$ cat src/pkg/bcs_pkg.sv
// package for the boot chip-select and bus-control block
// assumes a single 125 MHz core clock and a synchronous active-high reset
// How it works
// - when the stalled-cycle watchdog fires, the bus fault output is pulled low to end the cycle.
// - the dma grant acknowledge output is low for the whole of every independent or serial dma cycle.
// - with core disable low the core runs, with it high the core is held off and only peripheral duty remains.
// - the whole block resets when stop and reset pins are both driven low from outside together.
// - the stop pin is driven when the core runs its stop instruction, the reset pin on its reset instruction.
// - seven external request sources, three request pins and four port-b pins, get internally supplied vectors.
// - accesses that hit an enabled chip-select range get their transfer acknowledge from the wait-state logic.
// - bus clear is driven while a serial dma channel wants the bus, and optionally while an interrupt is pending.
// - after reset only the boot select is enabled, at base zero with an 8 kbyte range.
// - the ram select leaves reset disabled until software enables it.
// - dual-port ram and peripheral registers give no answer until the peripheral base is first written.
// - at reset the core status word becomes 2700 hex, supervisor mode with all levels masked.
// - on a read the select goes low after the rising edge of state two, and memory data is due before state six.
package bcs_pkg;
   localparam int ADDR_W = 24;
   localparam int CLK_PERIOD_NS = 8;
   localparam logic [23:0] BOOT_BASE_RST = 24'h000000;
   localparam logic [23:0] BOOT_MASK_RST = 24'hFFE000;
   localparam logic [23:0] RAM_BASE_RST = 24'h000000;
   localparam logic [23:0] RAM_MASK_RST = 24'hFF0000;
   localparam logic [15:0] STATUS_RST = 16'h2700;
   localparam logic [3:0] WAIT_RST = 4'h6;
   localparam int WDOG_TIME_US = 16;
   localparam int WDOG_CYCLES = (WDOG_TIME_US * 1000 + CLK_PERIOD_NS - 1) / CLK_PERIOD_NS;
   localparam logic [2:0] VEC_BASE_RST = 3'h2;
   typedef enum logic [2:0]
   {
      BUS_IDLE = 3'b000,
      BUS_ADDR = 3'b001,
      BUS_WAIT = 3'b011,
      BUS_DATA = 3'b010,
      BUS_END = 3'b110
   } bcs_bus_state_type;
endpackage

$ cat src/pkg/bcs_dec_if.sv
// interface carrying one chip-select window between top and decoder
// assumes top and decoder share the core clock
`timescale 1ns/10ps
`default_nettype none
interface bcs_dec_if;
   logic [23:0] addr;
   logic [23:0] base;
   logic [23:0] mask;
   logic enable;
   logic hit;
   modport ctrl (output addr, output base, output mask, output enable, input hit);
   modport dec (input addr, input base, input mask, input enable, output hit);
endinterface
`default_nettype wire

$ cat src/core/bcs_top.sv
// boot chip-select decode, wait-state acknowledge and bus control pins
// assumes pins arrive asynchronously and core events come from the same clock
`timescale 1ns/10ps
`default_nettype none
module bcs_top
   import bcs_pkg::*;
#(
   parameter int WDOG_LIMIT = WDOG_CYCLES
)
(
   input wire logic core_clk,
   input wire logic rst,
   input wire logic [23:0] bus_addr,
   input wire logic addr_strobe_n,
   input wire logic upper_byte_strobe_n,
   input wire logic lower_byte_strobe_n,
   input wire logic bus_width_select,
   input wire logic core_disable_pin,
   input wire logic stop_pin_in,
   input wire logic reset_pin_in,
   input wire logic core_stop_instr,
   input wire logic core_reset_instr,
   input wire logic independent_dma,
   input wire logic serial_channel_dma,
   input wire logic serial_dma_request,
   input wire logic irq_pending,
   input wire logic bus_clear_irq_en,
   input wire logic ext_request_level7,
   input wire logic ext_request_level6,
   input wire logic ext_request_level1,
   input wire logic [3:0] port_b_req,
   input wire logic sel_write,
   input wire logic [1:0] sel_target,
   input wire logic [23:0] sel_base,
   input wire logic [23:0] sel_mask,
   input wire logic sel_enable,
   input wire logic [3:0] sel_wait,
   input wire logic periph_base_write,
   input wire logic [11:0] periph_base_value,
   input wire logic periph_access,
   output logic boot_select_n,
   output logic ram_select_n,
   output logic transfer_ack_n,
   output logic bus_fault_n,
   output logic bus_fault_oe,
   output logic dma_grant_ack_n,
   output logic bus_clear_n,
   output logic bus_clear_oe,
   output logic stop_pin_out,
   output logic stop_pin_oe,
   output logic reset_pin_out,
   output logic reset_pin_oe,
   output logic core_run,
   output logic wide_bus,
   output logic periph_respond,
   output logic [11:0] periph_base,
   output logic [15:0] core_status_word,
   output logic [6:0] request_sources,
   output logic [7:0] int_vector,
   output logic int_vector_valid,
   output logic [3:0] bus_state_dbg
);
   // ------------------------------------------------------------
   // input synchronisers
   // ------------------------------------------------------------
   logic [14:0] pin_s1_q;
   logic [14:0] pin_s2_q;
   logic [14:0] pin_raw;
   assign pin_raw = {addr_strobe_n, upper_byte_strobe_n, lower_byte_strobe_n, bus_width_select,
      core_disable_pin, stop_pin_in, reset_pin_in, ext_request_level7, ext_request_level6,
      ext_request_level1, port_b_req, 1'b0};
   always_ff @(posedge core_clk)
   begin
      pin_s1_q <= pin_raw;
      pin_s2_q <= pin_s1_q;
   end
   logic as_n_s;
   logic uds_n_s;
   logic lds_n_s;
   logic bus_width_select_s;
   logic cdis_s;
   logic stop_in_s;
   logic rst_in_s;
   logic [6:0] req_s;
   assign as_n_s = pin_s2_q[14];
   assign uds_n_s = pin_s2_q[13];
   assign lds_n_s = pin_s2_q[12];
   assign bus_width_select_s = pin_s2_q[11];
   assign cdis_s = pin_s2_q[10];
   assign stop_in_s = pin_s2_q[9];
   assign rst_in_s = pin_s2_q[8];
   assign req_s = pin_s2_q[7:1];

   // ------------------------------------------------------------
   // combined reset
   // ------------------------------------------------------------
   logic ext_both;
   logic any_rst;
   logic stop_oe_q;
   logic rst_oe_q;
   // only count the pins as external reset when we are not driving them
   assign ext_both = !stop_in_s && !rst_in_s && !stop_oe_q && !rst_oe_q;
   assign any_rst = rst || ext_both;

   // ------------------------------------------------------------
   // chip-select windows
   // ------------------------------------------------------------
   logic [23:0] boot_base_q;
   logic [23:0] boot_mask_q;
   logic boot_en_q;
   logic [3:0] boot_wait_q;
   logic [23:0] ram_base_q;
   logic [23:0] ram_mask_q;
   logic ram_en_q;
   logic [3:0] ram_wait_q;
   logic wr_boot;
   logic wr_ram;
   assign wr_boot = sel_write && (sel_target == 2'h0);
   assign wr_ram = sel_write && (sel_target == 2'h1);
   always_ff @(posedge core_clk)
   begin
      if (any_rst)
      begin
         boot_base_q <= BOOT_BASE_RST;
         boot_mask_q <= BOOT_MASK_RST;
         boot_en_q <= 1'b1;
         boot_wait_q <= WAIT_RST;
         ram_base_q <= RAM_BASE_RST;
         ram_mask_q <= RAM_MASK_RST;
         ram_en_q <= 1'b0;
         ram_wait_q <= WAIT_RST;
      end
      else if (wr_boot)
      begin
         boot_base_q <= sel_base;
         boot_mask_q <= sel_mask;
         boot_en_q <= sel_enable;
         boot_wait_q <= sel_wait;
      end
      else if (wr_ram)
      begin
         ram_base_q <= sel_base;
         ram_mask_q <= sel_mask;
         ram_en_q <= sel_enable;
         ram_wait_q <= sel_wait;
      end
   end
   bcs_dec_if boot_if ();
   bcs_dec_if ram_if ();
   assign boot_if.addr = bus_addr;
   assign boot_if.base = boot_base_q;
   assign boot_if.mask = boot_mask_q;
   assign boot_if.enable = boot_en_q;
   assign ram_if.addr = bus_addr;
   assign ram_if.base = ram_base_q;
   assign ram_if.mask = ram_mask_q;
   assign ram_if.enable = ram_en_q;
   bcs_window u_boot (.win(boot_if.dec));
   bcs_window u_ram (.win(ram_if.dec));

   // ------------------------------------------------------------
   // peripheral base
   // ------------------------------------------------------------
   logic [11:0] pbase_q;
   logic pbase_set_q;
   logic periph_hit;
   always_ff @(posedge core_clk)
   begin
      if (any_rst)
      begin
         pbase_q <= 12'h000;
         pbase_set_q <= 1'b0;
      end
      else if (periph_base_write)
      begin
         pbase_q <= periph_base_value;
         pbase_set_q <= 1'b1;
      end
   end
   assign periph_hit = periph_access && pbase_set_q && (bus_addr[23:12] == pbase_q);
   logic boot_hit;
   logic ram_hit;
   // on-chip space is never decoded as external memory
   assign boot_hit = boot_if.hit && !periph_hit;
   assign ram_hit = ram_if.hit && !boot_if.hit && !periph_hit;

   // ------------------------------------------------------------
   // bus cycle sequencer and wait states
   // ------------------------------------------------------------
   bcs_bus_state_type st_q;
   bcs_bus_state_type st_d;
   logic [3:0] wcnt_q;
   logic [3:0] wload;
   logic sel_boot_q;
   logic sel_ram_q;
   logic [15:0] wdog_q;
   logic wdog_fire;
   assign wload = boot_hit ? boot_wait_q : ram_wait_q;
   assign wdog_fire = (wdog_q == 16'(WDOG_LIMIT - 1)) && !as_n_s;
   always_comb
   begin
      st_d = st_q;
      case (st_q)
         BUS_IDLE: if (!as_n_s) st_d = BUS_ADDR;
         BUS_ADDR: st_d = (sel_boot_q || sel_ram_q) ? BUS_WAIT : BUS_DATA;
         BUS_WAIT: if (wcnt_q == 4'h0) st_d = BUS_END;
         BUS_DATA:
            if (as_n_s) st_d = BUS_IDLE;
            else if (wdog_fire) st_d = BUS_END;
         BUS_END: if (as_n_s) st_d = BUS_IDLE;
         default: st_d = BUS_IDLE;
      endcase
   end
   always_ff @(posedge core_clk)
   begin
      if (any_rst)
      begin
         st_q <= BUS_IDLE;
         wcnt_q <= 4'h0;
         sel_boot_q <= 1'b0;
         sel_ram_q <= 1'b0;
         wdog_q <= 16'h0000;
      end
      else
      begin
         st_q <= st_d;
         if (st_q == BUS_IDLE && !as_n_s)
         begin
            // latch the select after the address is valid, like state two
            sel_boot_q <= boot_hit;
            sel_ram_q <= ram_hit;
            wcnt_q <= wload;
         end
         else if (st_d == BUS_IDLE)
         begin
            sel_boot_q <= 1'b0;
            sel_ram_q <= 1'b0;
         end
         if (st_q == BUS_WAIT && wcnt_q != 4'h0)
            wcnt_q <= wcnt_q - 4'h1;
         wdog_q <= (as_n_s || st_q == BUS_END) ? 16'h0000 : wdog_q + 16'h0001;
      end
   end

   // ------------------------------------------------------------
   // pin outputs
   // ------------------------------------------------------------
   logic ack_d;
   logic fault_d;
   logic bus_clear_n_d;
   assign ack_d = (st_q == BUS_END) && (sel_boot_q || sel_ram_q);
   assign fault_d = (st_q == BUS_DATA) && wdog_fire;
   assign bus_clear_n_d = serial_dma_request || (bus_clear_irq_en && irq_pending);
   logic fault_nx;
   assign fault_nx = fault_d || (bus_fault_oe && !as_n_s);
   always_ff @(posedge core_clk)
   begin
      if (any_rst)
      begin
         boot_select_n <= 1'b1;
         ram_select_n <= 1'b1;
         transfer_ack_n <= 1'b1;
         bus_fault_n <= 1'b1;
         bus_fault_oe <= 1'b0;
         dma_grant_ack_n <= 1'b1;
         bus_clear_oe <= 1'b0;
         stop_oe_q <= 1'b0;
         rst_oe_q <= 1'b0;
      end
      else
      begin
         boot_select_n <= !(sel_boot_q && st_d != BUS_IDLE);
         ram_select_n <= !(sel_ram_q && st_d != BUS_IDLE);
         transfer_ack_n <= !ack_d;
         bus_fault_n <= !fault_nx;
         bus_fault_oe <= fault_nx;
         dma_grant_ack_n <= !(independent_dma || serial_channel_dma);
         bus_clear_oe <= bus_clear_n_d;
         stop_oe_q <= core_stop_instr && core_run;
         rst_oe_q <= core_reset_instr && core_run;
      end
   end
   assign bus_clear_n = 1'b0;
   assign stop_pin_out = 1'b0;
   assign stop_pin_oe = stop_oe_q;
   assign reset_pin_out = 1'b0;
   assign reset_pin_oe = rst_oe_q;

   // ------------------------------------------------------------
   // straps, status word and interrupt vectors
   // ------------------------------------------------------------
   logic [6:0] req_q;
   logic [2:0] prio;
   always_comb
   begin
      prio = 3'h0;
      for (int i = 0; i < 7; i++)
         if (req_q[i]) prio = 3'(i + 1);
   end
   always_ff @(posedge core_clk)
   begin
      if (any_rst)
      begin
         core_run <= 1'b0;
         wide_bus <= 1'b1;
         core_status_word <= STATUS_RST;
         req_q <= 7'h00;
         int_vector <= 8'h00;
         int_vector_valid <= 1'b0;
         bus_state_dbg <= 4'h0;
      end
      else
      begin
         core_run <= !cdis_s;
         wide_bus <= bus_width_select_s;
         req_q <= ~req_s;
         int_vector <= {VEC_BASE_RST, 2'b00, prio};
         int_vector_valid <= (prio != 3'h0) && core_run;
         bus_state_dbg <= {!(uds_n_s && lds_n_s), st_q};
      end
   end
   always_ff @(posedge core_clk)
   begin
      periph_respond <= !any_rst && periph_hit;
      periph_base <= pbase_q;
      request_sources <= req_q;
   end
endmodule // bcs_top
`default_nettype wire

$ cat src/core/bcs_window.sv
// one chip-select address window compare
// assumes the mask has ones in the compared high bits
`timescale 1ns/10ps
`default_nettype none
module bcs_window
(
   bcs_dec_if.dec win
);
   assign win.hit = win.enable && ((win.addr & win.mask) == (win.base & win.mask));
endmodule // bcs_window
`default_nettype wire

$ cat config.mk
export PLATFORM = sky130hd
export DESIGN_NAME = bcs_top
export DESIGN_NICKNAME = d
export VERILOG_FILES = /design/src/pkg/bcs_pkg.sv /design/src/pkg/bcs_dec_if.sv /design/src/core/bcs_top.sv /design/src/core/bcs_window.sv
export SDC_FILE = /design/constraint.sdc
export NUM_CORES = 1
export LEC_CHECK = 0
export ABC_CLOCK_PERIOD_IN_PS = 3110
export BUFFER_PORTS_ARGS = -buffer_cell sky130_fd_sc_hd__buf_2
export CAP_MARGIN = 25
export CELL_PAD_IN_SITES_DETAIL_PLACEMENT = 1
export CELL_PAD_IN_SITES_GLOBAL_PLACEMENT = 1
export CORE_AREA = 4 4 142 144
export DETAILED_ROUTE_END_ITERATION = 12
export DIE_AREA = 0 0 146 148
export PLACE_DENSITY_LB_ADDON = 0.3
export REMOVE_ABC_BUFFERS = 1
export SETUP_SLACK_MARGIN = 0.15
export SYNTH_ARGS = -nofsm -noshare
export SYNTH_HDL_FRONTEND = slang
export SYNTH_SLANG_ARGS = --single-unit
$ cat constraint.sdc
create_clock -name core_clk -period 3.11 [get_ports core_clk]
set_input_delay 0.311 -clock core_clk [delete_from_list [all_inputs] [get_ports core_clk]]
set_output_delay 0.311 -clock core_clk [all_outputs]
set_load 0.005 [all_outputs]
==> flow_summary.json, run 1 <==
{
  "grt_overflow_total": 0,
  "io_buffers": 156,
  "via_per_inst": 5.04,
  "synth-seq-area-share_pct": 55.1,
  "finalNetCount": 1170,
  "path_cells": "xor2_1 -> a22oi_1 -> nand4_1 -> or4b_1 -> or3b_1 -> a31oi_1",
  "avgSynthCellArea_um2": 8.93,
  "cts_tree": "yes",
  "drt_wl_total_mm": 22.7,
  "combPwrFrac_pct": 7.4,
  "cp_slowest_cell": "or4b_1",
  "route.detailed.drc": 0,
  "layout_common_cells": "nand2_1, dfxtp_1, buf_2, a21oi_1",
  "dr_total_vias": 6574,
  "cts_sinks": 219,
  "drt_iter0_markers": 315,
  "core_area_um2": 18700,
  "tns_ns": 0,
  "critical_path.startpoint_type": "flop",
  "layout-drive-gt1-share_pct": 19.8,
  "finalSetupViolCount": 0,
  "antenna_found_initial": 3,
  "rsz0062_at_grt": "no",
  "p_clk_share_pct": 46.0,
  "async_reset_ff_share_pct": 0,
  "path_max_fanout": 10,
  "irDropWorstVdd_v": 0.000418,
  "synth_warnings": 0,
  "hpwl_mm": 15.1,
  "cp_num_cells": 6,
  "cts_resized": 0,
  "finalHoldViolations": 0,
  "fp.dieW_um": 146,
  "synth-main-ff-cell": "dfxtp_1",
  "dpl_worst_slack_ns": 0.692,
  "finish.utilization_pct": 52.4,
  "maxCapViolCount": 0,
  "cp-end-kind": "flop",
  "p_int_mw": 4.90,
  "worst_slack_ns": 0.748,
  "drt_pass1_iterations": 4,
  "htree_levels": 1,
  "slowest_delay_ns": 0.71,
  "die_h_um": 148,
  "critPathTopFamily": "simple AND/OR/NAND/NOR gates",
  "synth_edf_count": 0,
  "synth_top_area_share_pct": 55.1,
  "die_area_um2": 21600,
  "slew_violations": 0,
  "clockBufferDepth": 3,
  "clk_latency_ns": 0.51,
  "synth_area_leaders": "dfxtp_1, nand2_1, xor2_1",
  "grt_pass1_wl_mm": 36.0,
  "grt_max_degree": 80,
  "cts_buffers": 24,
  "gp_congestion": 0.802,
  "r2r_cells": 6,
  "crit_required_ns": 3.54,
  "num_rows": 50,
  "ant_nets": 0,
  "power_leakage_nw": 4.19,
  "crit_buf_inv": 0,
  "switching_share_pct": 23.1,
  "clkTransAtPathRegs_ns": 0.06,
  "synthDistinctLibCells": 46,
  "p_per_area_nw_per_um2": 649,
  "slew_headroom_pct": 34.6,
  "cts-root-buf": "clkbuf_16",
  "ios": 180,
  "arrival_ns": 2.79,
  "netlist_area_um2": 7960,
  "fmax_ghz": 0.423,
  "grt_usage_pct": 20.2,
  "min_delay_path_depth": 3,
  "yosysTopAreaCell": "dfxtp_1",
  "seqPwrFrac_pct": 46.6,
  "yosys_register_bits": 219,
  "outcome": "complete, no violations",
  "worstMarginPinSlew_ns": 0.981,
  "skew_ns": 0.0109,
  "mostFrequentLayoutCell": "nand2_1",
  "min_period_ns": 2.36,
  "p_switching_mw": 1.47,
  "wire_per_inst_um": 17.4,
  "grt_pass1_vias": 6947,
  "crit_type": "reg2reg",
  "min_period_over_period_pct": 76.0,
  "syn_to_final_growth_pct": 23.2,
  "syn_inst": 891,
  "start_util_pct": 42.5,
  "hold_class": "in2reg"
}
## layout make-up
cell class	count	area, um^2
Multi-Input combinational cell	614	3250
Fill cell	2229	8900
Timing Repair Buffer	180	1010
Sequential cell	219	4380
Clock inverter	11	136
Tap cell	234	293
Inverter	12	45.0
Clock buffer	33	686
Antenna cell	1	2.50
## state kept, by name, summed over array words and instances, names as in the netlist, 3 cells and up
name             cells
wcnt_q               4
int_vector           4
pbase_q             12
boot_wait_q          4
boot_base_q         24
ram_base_q          24
boot_if.mask        24
st_q                 3
bus_state_dbg        4
request_sources      7
ram_wait_q           4
req_q                7
ram_if.mask         24
pin_s2_q            14
periph_base         12
wdog_q              16
pin_s1_q            14
## metrics by stage
step | total power, mW | cell area (um^2) | cells | hold slack (ns)
3_3_place_gp | 3.46 | 8820 | 1243 | 0.310
6_report | 6.36 | 9800 | 1304 | 0.0121
3_5_place_dp | 3.48 | 8830 | 1244 | 0.313
4_1_cts | 6.43 | 9800 | 1303 | 0.00180
2_1_floorplan | 3.24 | 7660 | 845 | 0.310
5_1_grt | 6.62 | 9800 | 1304 | 0.0276
## cells by family after synthesis
kind of cell | count (synthesis) | share of synthesized area, %
adders and majority gates | 2 | 0.314
muxes | 12 | 1.51
buffers and inverters | 79 | 5.28
DFF | 219 | 55.1
other | 2 | 0.0944
AOI/OAI and AO/OA | 142 | 10.3
and+or+nand+nor | 361 | 19.2
xor gates and xnor gates | 74 | 8.14
## power groups by stage
| stage | Clock (mW) | Combinational (mW) | Sequential [mW] |
|---|---|---|---|
| after floorplan | 0 | 0.225 | 3.01 |
| after global placement | 0 | 0.440 | 3.02 |
| after detailed placement | 0 | 0.449 | 3.03 |
| after CTS | 2.99 | 0.472 | 2.97 |
| after global routing | 3.12 | 0.521 | 2.98 |
| final | 2.93 | 0.468 | 2.97 |
## layer usage
| metal | up-vias | routed length, um | track usage, % |
|---|---|---|---|
| li1 | 3226 | - | - |
| met1 | 3163 | 9590 | 25.1 |
| met2 | 146 | 11400 | 36.2 |
| met3 | 35 | 1150 | 4.32 |
| met4 | 4 | 482 | 4.52 |
| met5 | - | 26 | 0 |
## synthesized netlist by cell type (2+ instances only)
master and count:
nor2_1 57, xnor2_1 17, a21oi_1 94, mux2i_1 12, nor3b_1 2, nand4_1 9
nand3_1 31, dfxtp_1 219, clkbuf_1 36, buf_1 5, a22o_1 3, or4_1 2
a31oi_1 5, nand3b_1 2, conb_1 2, a221oi_1 4, inv_1 12, nor3_1 4
and3_1 5, nand2_1 228, xor2_1 57, o21ai_0 9, or3_1 4, or3b_1 3
o211ai_1 4, a22oi_1 15, buf_4 23, ha_1 2, a211o_1 2, and2_1 2
nor4_1 6
## worst register-to-register path: stages, from the launching register on
cell     delay (ns)
dfxtp_1        0.32
xor2_1         0.16
a22oi_1        0.33
nand4_1        0.18
or4b_1         0.71
or3b_1         0.42
a31oi_1        0.17
## path summary, 6_finish.rpt
path                            from      endpoint  slack [ns]
setup / recovery     boot_base_q[10]     wcnt_q[3]        0.75
hold / removal    serial_dma_request  bus_clear_oe        0.01
setup reg to reg     boot_base_q[10]     wcnt_q[3]        0.75
hold reg to reg          pin_s1_q[4]   pin_s2_q[4]        0.33
## repair_timing
| item | CTS | global route |
|---|---|---|
| setup buffers | 0 | 0 |
| endpoints found under the hold margin | 15 | 0 |
| hold buffers | 15 | 0 |
Note: power is estimated with default switching activity, not from simulation.
==> inputs of run 2 (changes only) <==
- ABC_AREA: not set -> 1
- ABC_CLOCK_PERIOD_IN_PS: 3110 -> 2000
- CORE_AREA: 4 4 142 144 -> 4 4 162 164
- DIE_AREA: 0 0 146 148 -> 0 0 166 168
- clock period: 3.11 -> 2 ns (I/O delays scaled with it)
==> run 2 against run 1 <==
Against the previous run: power rose by 57%; highest routed layer is now met4; fmax up 39%; final cell count is 33% higher; synthesized cell count is 29% higher; clock power is 53% higher; wire length rose by 15%; worst setup slack got worse by 0.45 ns; via count increased by 23%; sequential power increased by 55%; first-iteration DRC count increased by 2.5%.
==> flow_summary.json, run 2 <==
{
  "mostFrequentLayoutCell": "nand2_1",
  "p_switching_mw": 2.42,
  "fin_area_um2": 11400,
  "grt_pass1_wl_mm": 42.9,
  "num_rows": 58,
  "maxCapViolCount": 0,
  "cp-end-kind": "flop",
  "p_per_area_nw_per_um2": 881,
  "r2r_cells": 12,
  "netlist_area_um2": 8590,
  "slew_headroom_pct": 60.4,
  "route.detailed.drc": 0,
  "dp.cells": 1606,
  "ant_nets": 0,
  "drt_wl_total_mm": 26.1,
  "grt_overflow_total": 0,
  "final-instance-count-excl-fill": 1736,
  "min_period_ns": 1.70,
  "synth_warnings": 0,
  "slew_violations": 0,
  "yosysTopAreaCell": "dfxtp_1",
  "synth_edf_count": 0,
  "htree_levels": 1,
  "clkTransAtPathRegs_ns": 0.06,
  "finalNetCount": 1508,
  "hpwl_mm": 18.2,
  "worstReg2RegStart": "boot_base_q[20]",
  "avgSynthCellArea_um2": 7.45,
  "p_clk_share_pct": 44.7,
  "clk_latency_ns": 0.51,
  "io_buffers": 156,
  "rsz0062_at_grt": "no",
  "synthSimpleGateAreaFrac_pct": 28.2,
  "path_max_fanout": 4,
  "synth-seq-area-share_pct": 51.0,
  "cts-root-buf": "clkbuf_16",
  "synth_area_leaders": "dfxtp_1, nand2_1, a21oi_1",
  "dr_total_vias": 8090,
  "grt_max_degree": 66,
  "outcome": "complete, no violations",
  "ys_top_cells_by_count": "nand2_1, dfxtp_1, a21oi_1",
  "skew_ns": 0.0165,
  "die_h_um": 168,
  "place_area_um2": 9690,
  "finalHoldViolations": 0,
  "crit_type": "reg2reg",
  "finish.utilization_pct": 45.6,
  "async_reset_ff_share_pct": 0,
  "combPwrFrac_pct": 9.3,
  "fmax_ghz": 0.587,
  "wire_per_inst_um": 15.0,
  "min_to": "ram_if.mask[4]",
  "arrival_ns": 2.12,
  "clockBufferDepth": 3,
  "critical_path.startpoint_type": "flop",
  "start_util_pct": 34.5,
  "min_delay_path_depth": 4,
  "holdWs_ns": 0.0731,
  "cts_buffers": 25,
  "p_int_mw": 7.59,
  "power_leakage_nw": 4.88,
  "finalSetupViolCount": 0,
  "synth_most_common_cell": "nand2_1",
  "gp_congestion": 0.785,
  "syn_inst": 1153,
  "synth_mux_area_share_pct": 0,
  "hold_class": "in2reg",
  "yosys_register_bits": 219,
  "seqPwrFrac_pct": 46.0,
  "layout_common_cells": "nand2_1, dfxtp_1, buf_2, a21oi_1, nor2_1",
  "via_per_inst": 4.66,
  "crit_required_ns": 2.41,
  "cts_sinks": 219,
  "drt_pass1_iterations": 4,
  "layout-drive-gt1-share_pct": 17.6,
  "grt_usage_pct": 18.5,
  "cts_tree": "yes",
  "synth-adder-area-share_pct": 0.291,
  "core_area_um2": 24900,
  "post_cts_buffers": 0,
  "hold_start": "sel_target[1]",
  "min_period_over_period_pct": 85.2,
  "fp.dieW_um": 166,
  "rrSetupSlack_ns": 0.30,
  "switching_share_pct": 24.2,
  "synth_xor_area_share_pct": 0.204,
  "syn_to_final_growth_pct": 32.2,
  "synthDistinctLibCells": 39,
  "irDropWorstVdd_v": 0.000582,
  "drt_iter0_markers": 323,
  "worstMarginPinSlew_ns": 0.594,
  "synth_compound_area_share_pct": 11.6,
  "synth_top_area_share_pct": 51.0,
  "ios": 180,
  "grt_pass1_vias": 8471,
  "antenna_found_initial": 1,
  "reg2reg_to": "wcnt_q[0]",
  "synth-main-ff-cell": "dfxtp_1",
  "die_area_um2": 27900,
  "synth_top_family_by_area": "simple AND/OR/NAND/NOR gates"
}
[run 2: what timing repair did]
item                                    4_1_cts  5_1_grt
hold buffers                                 86        0
hold endpoints to repair                    137        0
endpoints found under the setup margin        0        1
resized for setup                             0        1
[run 2: worst max path at each step]
stage                    start         end  cells past startpoint
2_1_floorplan      stop_pin_oe  wdog_q[13]                      7
3_3_place_gp      bus_addr[14]   wcnt_q[0]                     13
3_5_place_dp      bus_addr[14]   wcnt_q[0]                     13
4_1_cts            pin_s2_q[9]  pbase_q[6]                      6
5_1_grt        boot_base_q[20]   wcnt_q[0]                     12
6_report       boot_base_q[20]   wcnt_q[0]                     12
[run 2: stage by stage]
step | setup slack [ns] | power (mW) | TNS (ns)
2_1_floorplan | -2.58 | 5.09 | -291.27
3_3_place_gp | 0.294 | 5.48 | 0
3_5_place_dp | 0.260 | 5.50 | 0
4_1_cts | 0.299 | 10.2 | 0
5_1_grt | 0.163 | 10.5 | 0
6_report | 0.295 | 10.0 | 0
[run 2: layout make-up]
cell class,instances,area (um^2)
Clock buffer,32,682
Fill cell,3128,13500
Clock inverter,11,118
Antenna cell,1,2.50
Inverter,106,400
Sequential cell,219,4380
Timing Repair Buffer,252,1780
Multi-Input combinational cell,785,3580
Tap cell,330,413
[run 2: critical path, stage by stage (launching register included)]
cell and delay (ns):
dfxtp_1 0.32, inv_1 0.05, nand2_1 0.05, nand3_1 0.15, nand2_1 0.08, nor3b_1 0.24
nand2_1 0.10, nor2_2 0.19, nand3_2 0.16, nand2_1 0.10, nand3_1 0.06, nand2_1 0.06
inv_1 0.04
[run 2: power by group through the flow]
stage	clock network [mW]	logic, mW	registers [mW]
floorplan	0	0.405	4.68
global placement	0	0.783	4.70
detailed placement	0	0.800	4.70
CTS	4.61	0.939	4.61
global route	4.79	1.05	4.62
finish	4.47	0.928	4.61
[run 2: cells by family after synthesis]
logic type,count (synthesis)
and+or+nand+nor,570
DFF,219
xor gates and xnor gates,2
buffers and inverters,170
adders and majority gates,2
AOI/OAI and AO/OA,188
other,2
[run 2: routing by layer]
layer | GRT usage [%] | wire length (um)
met1 | 22.9 | 11500
met2 | 33.6 | 12900
met3 | 2.75 | 947
met4 | 4.88 | 678
met5 | 0 | 0
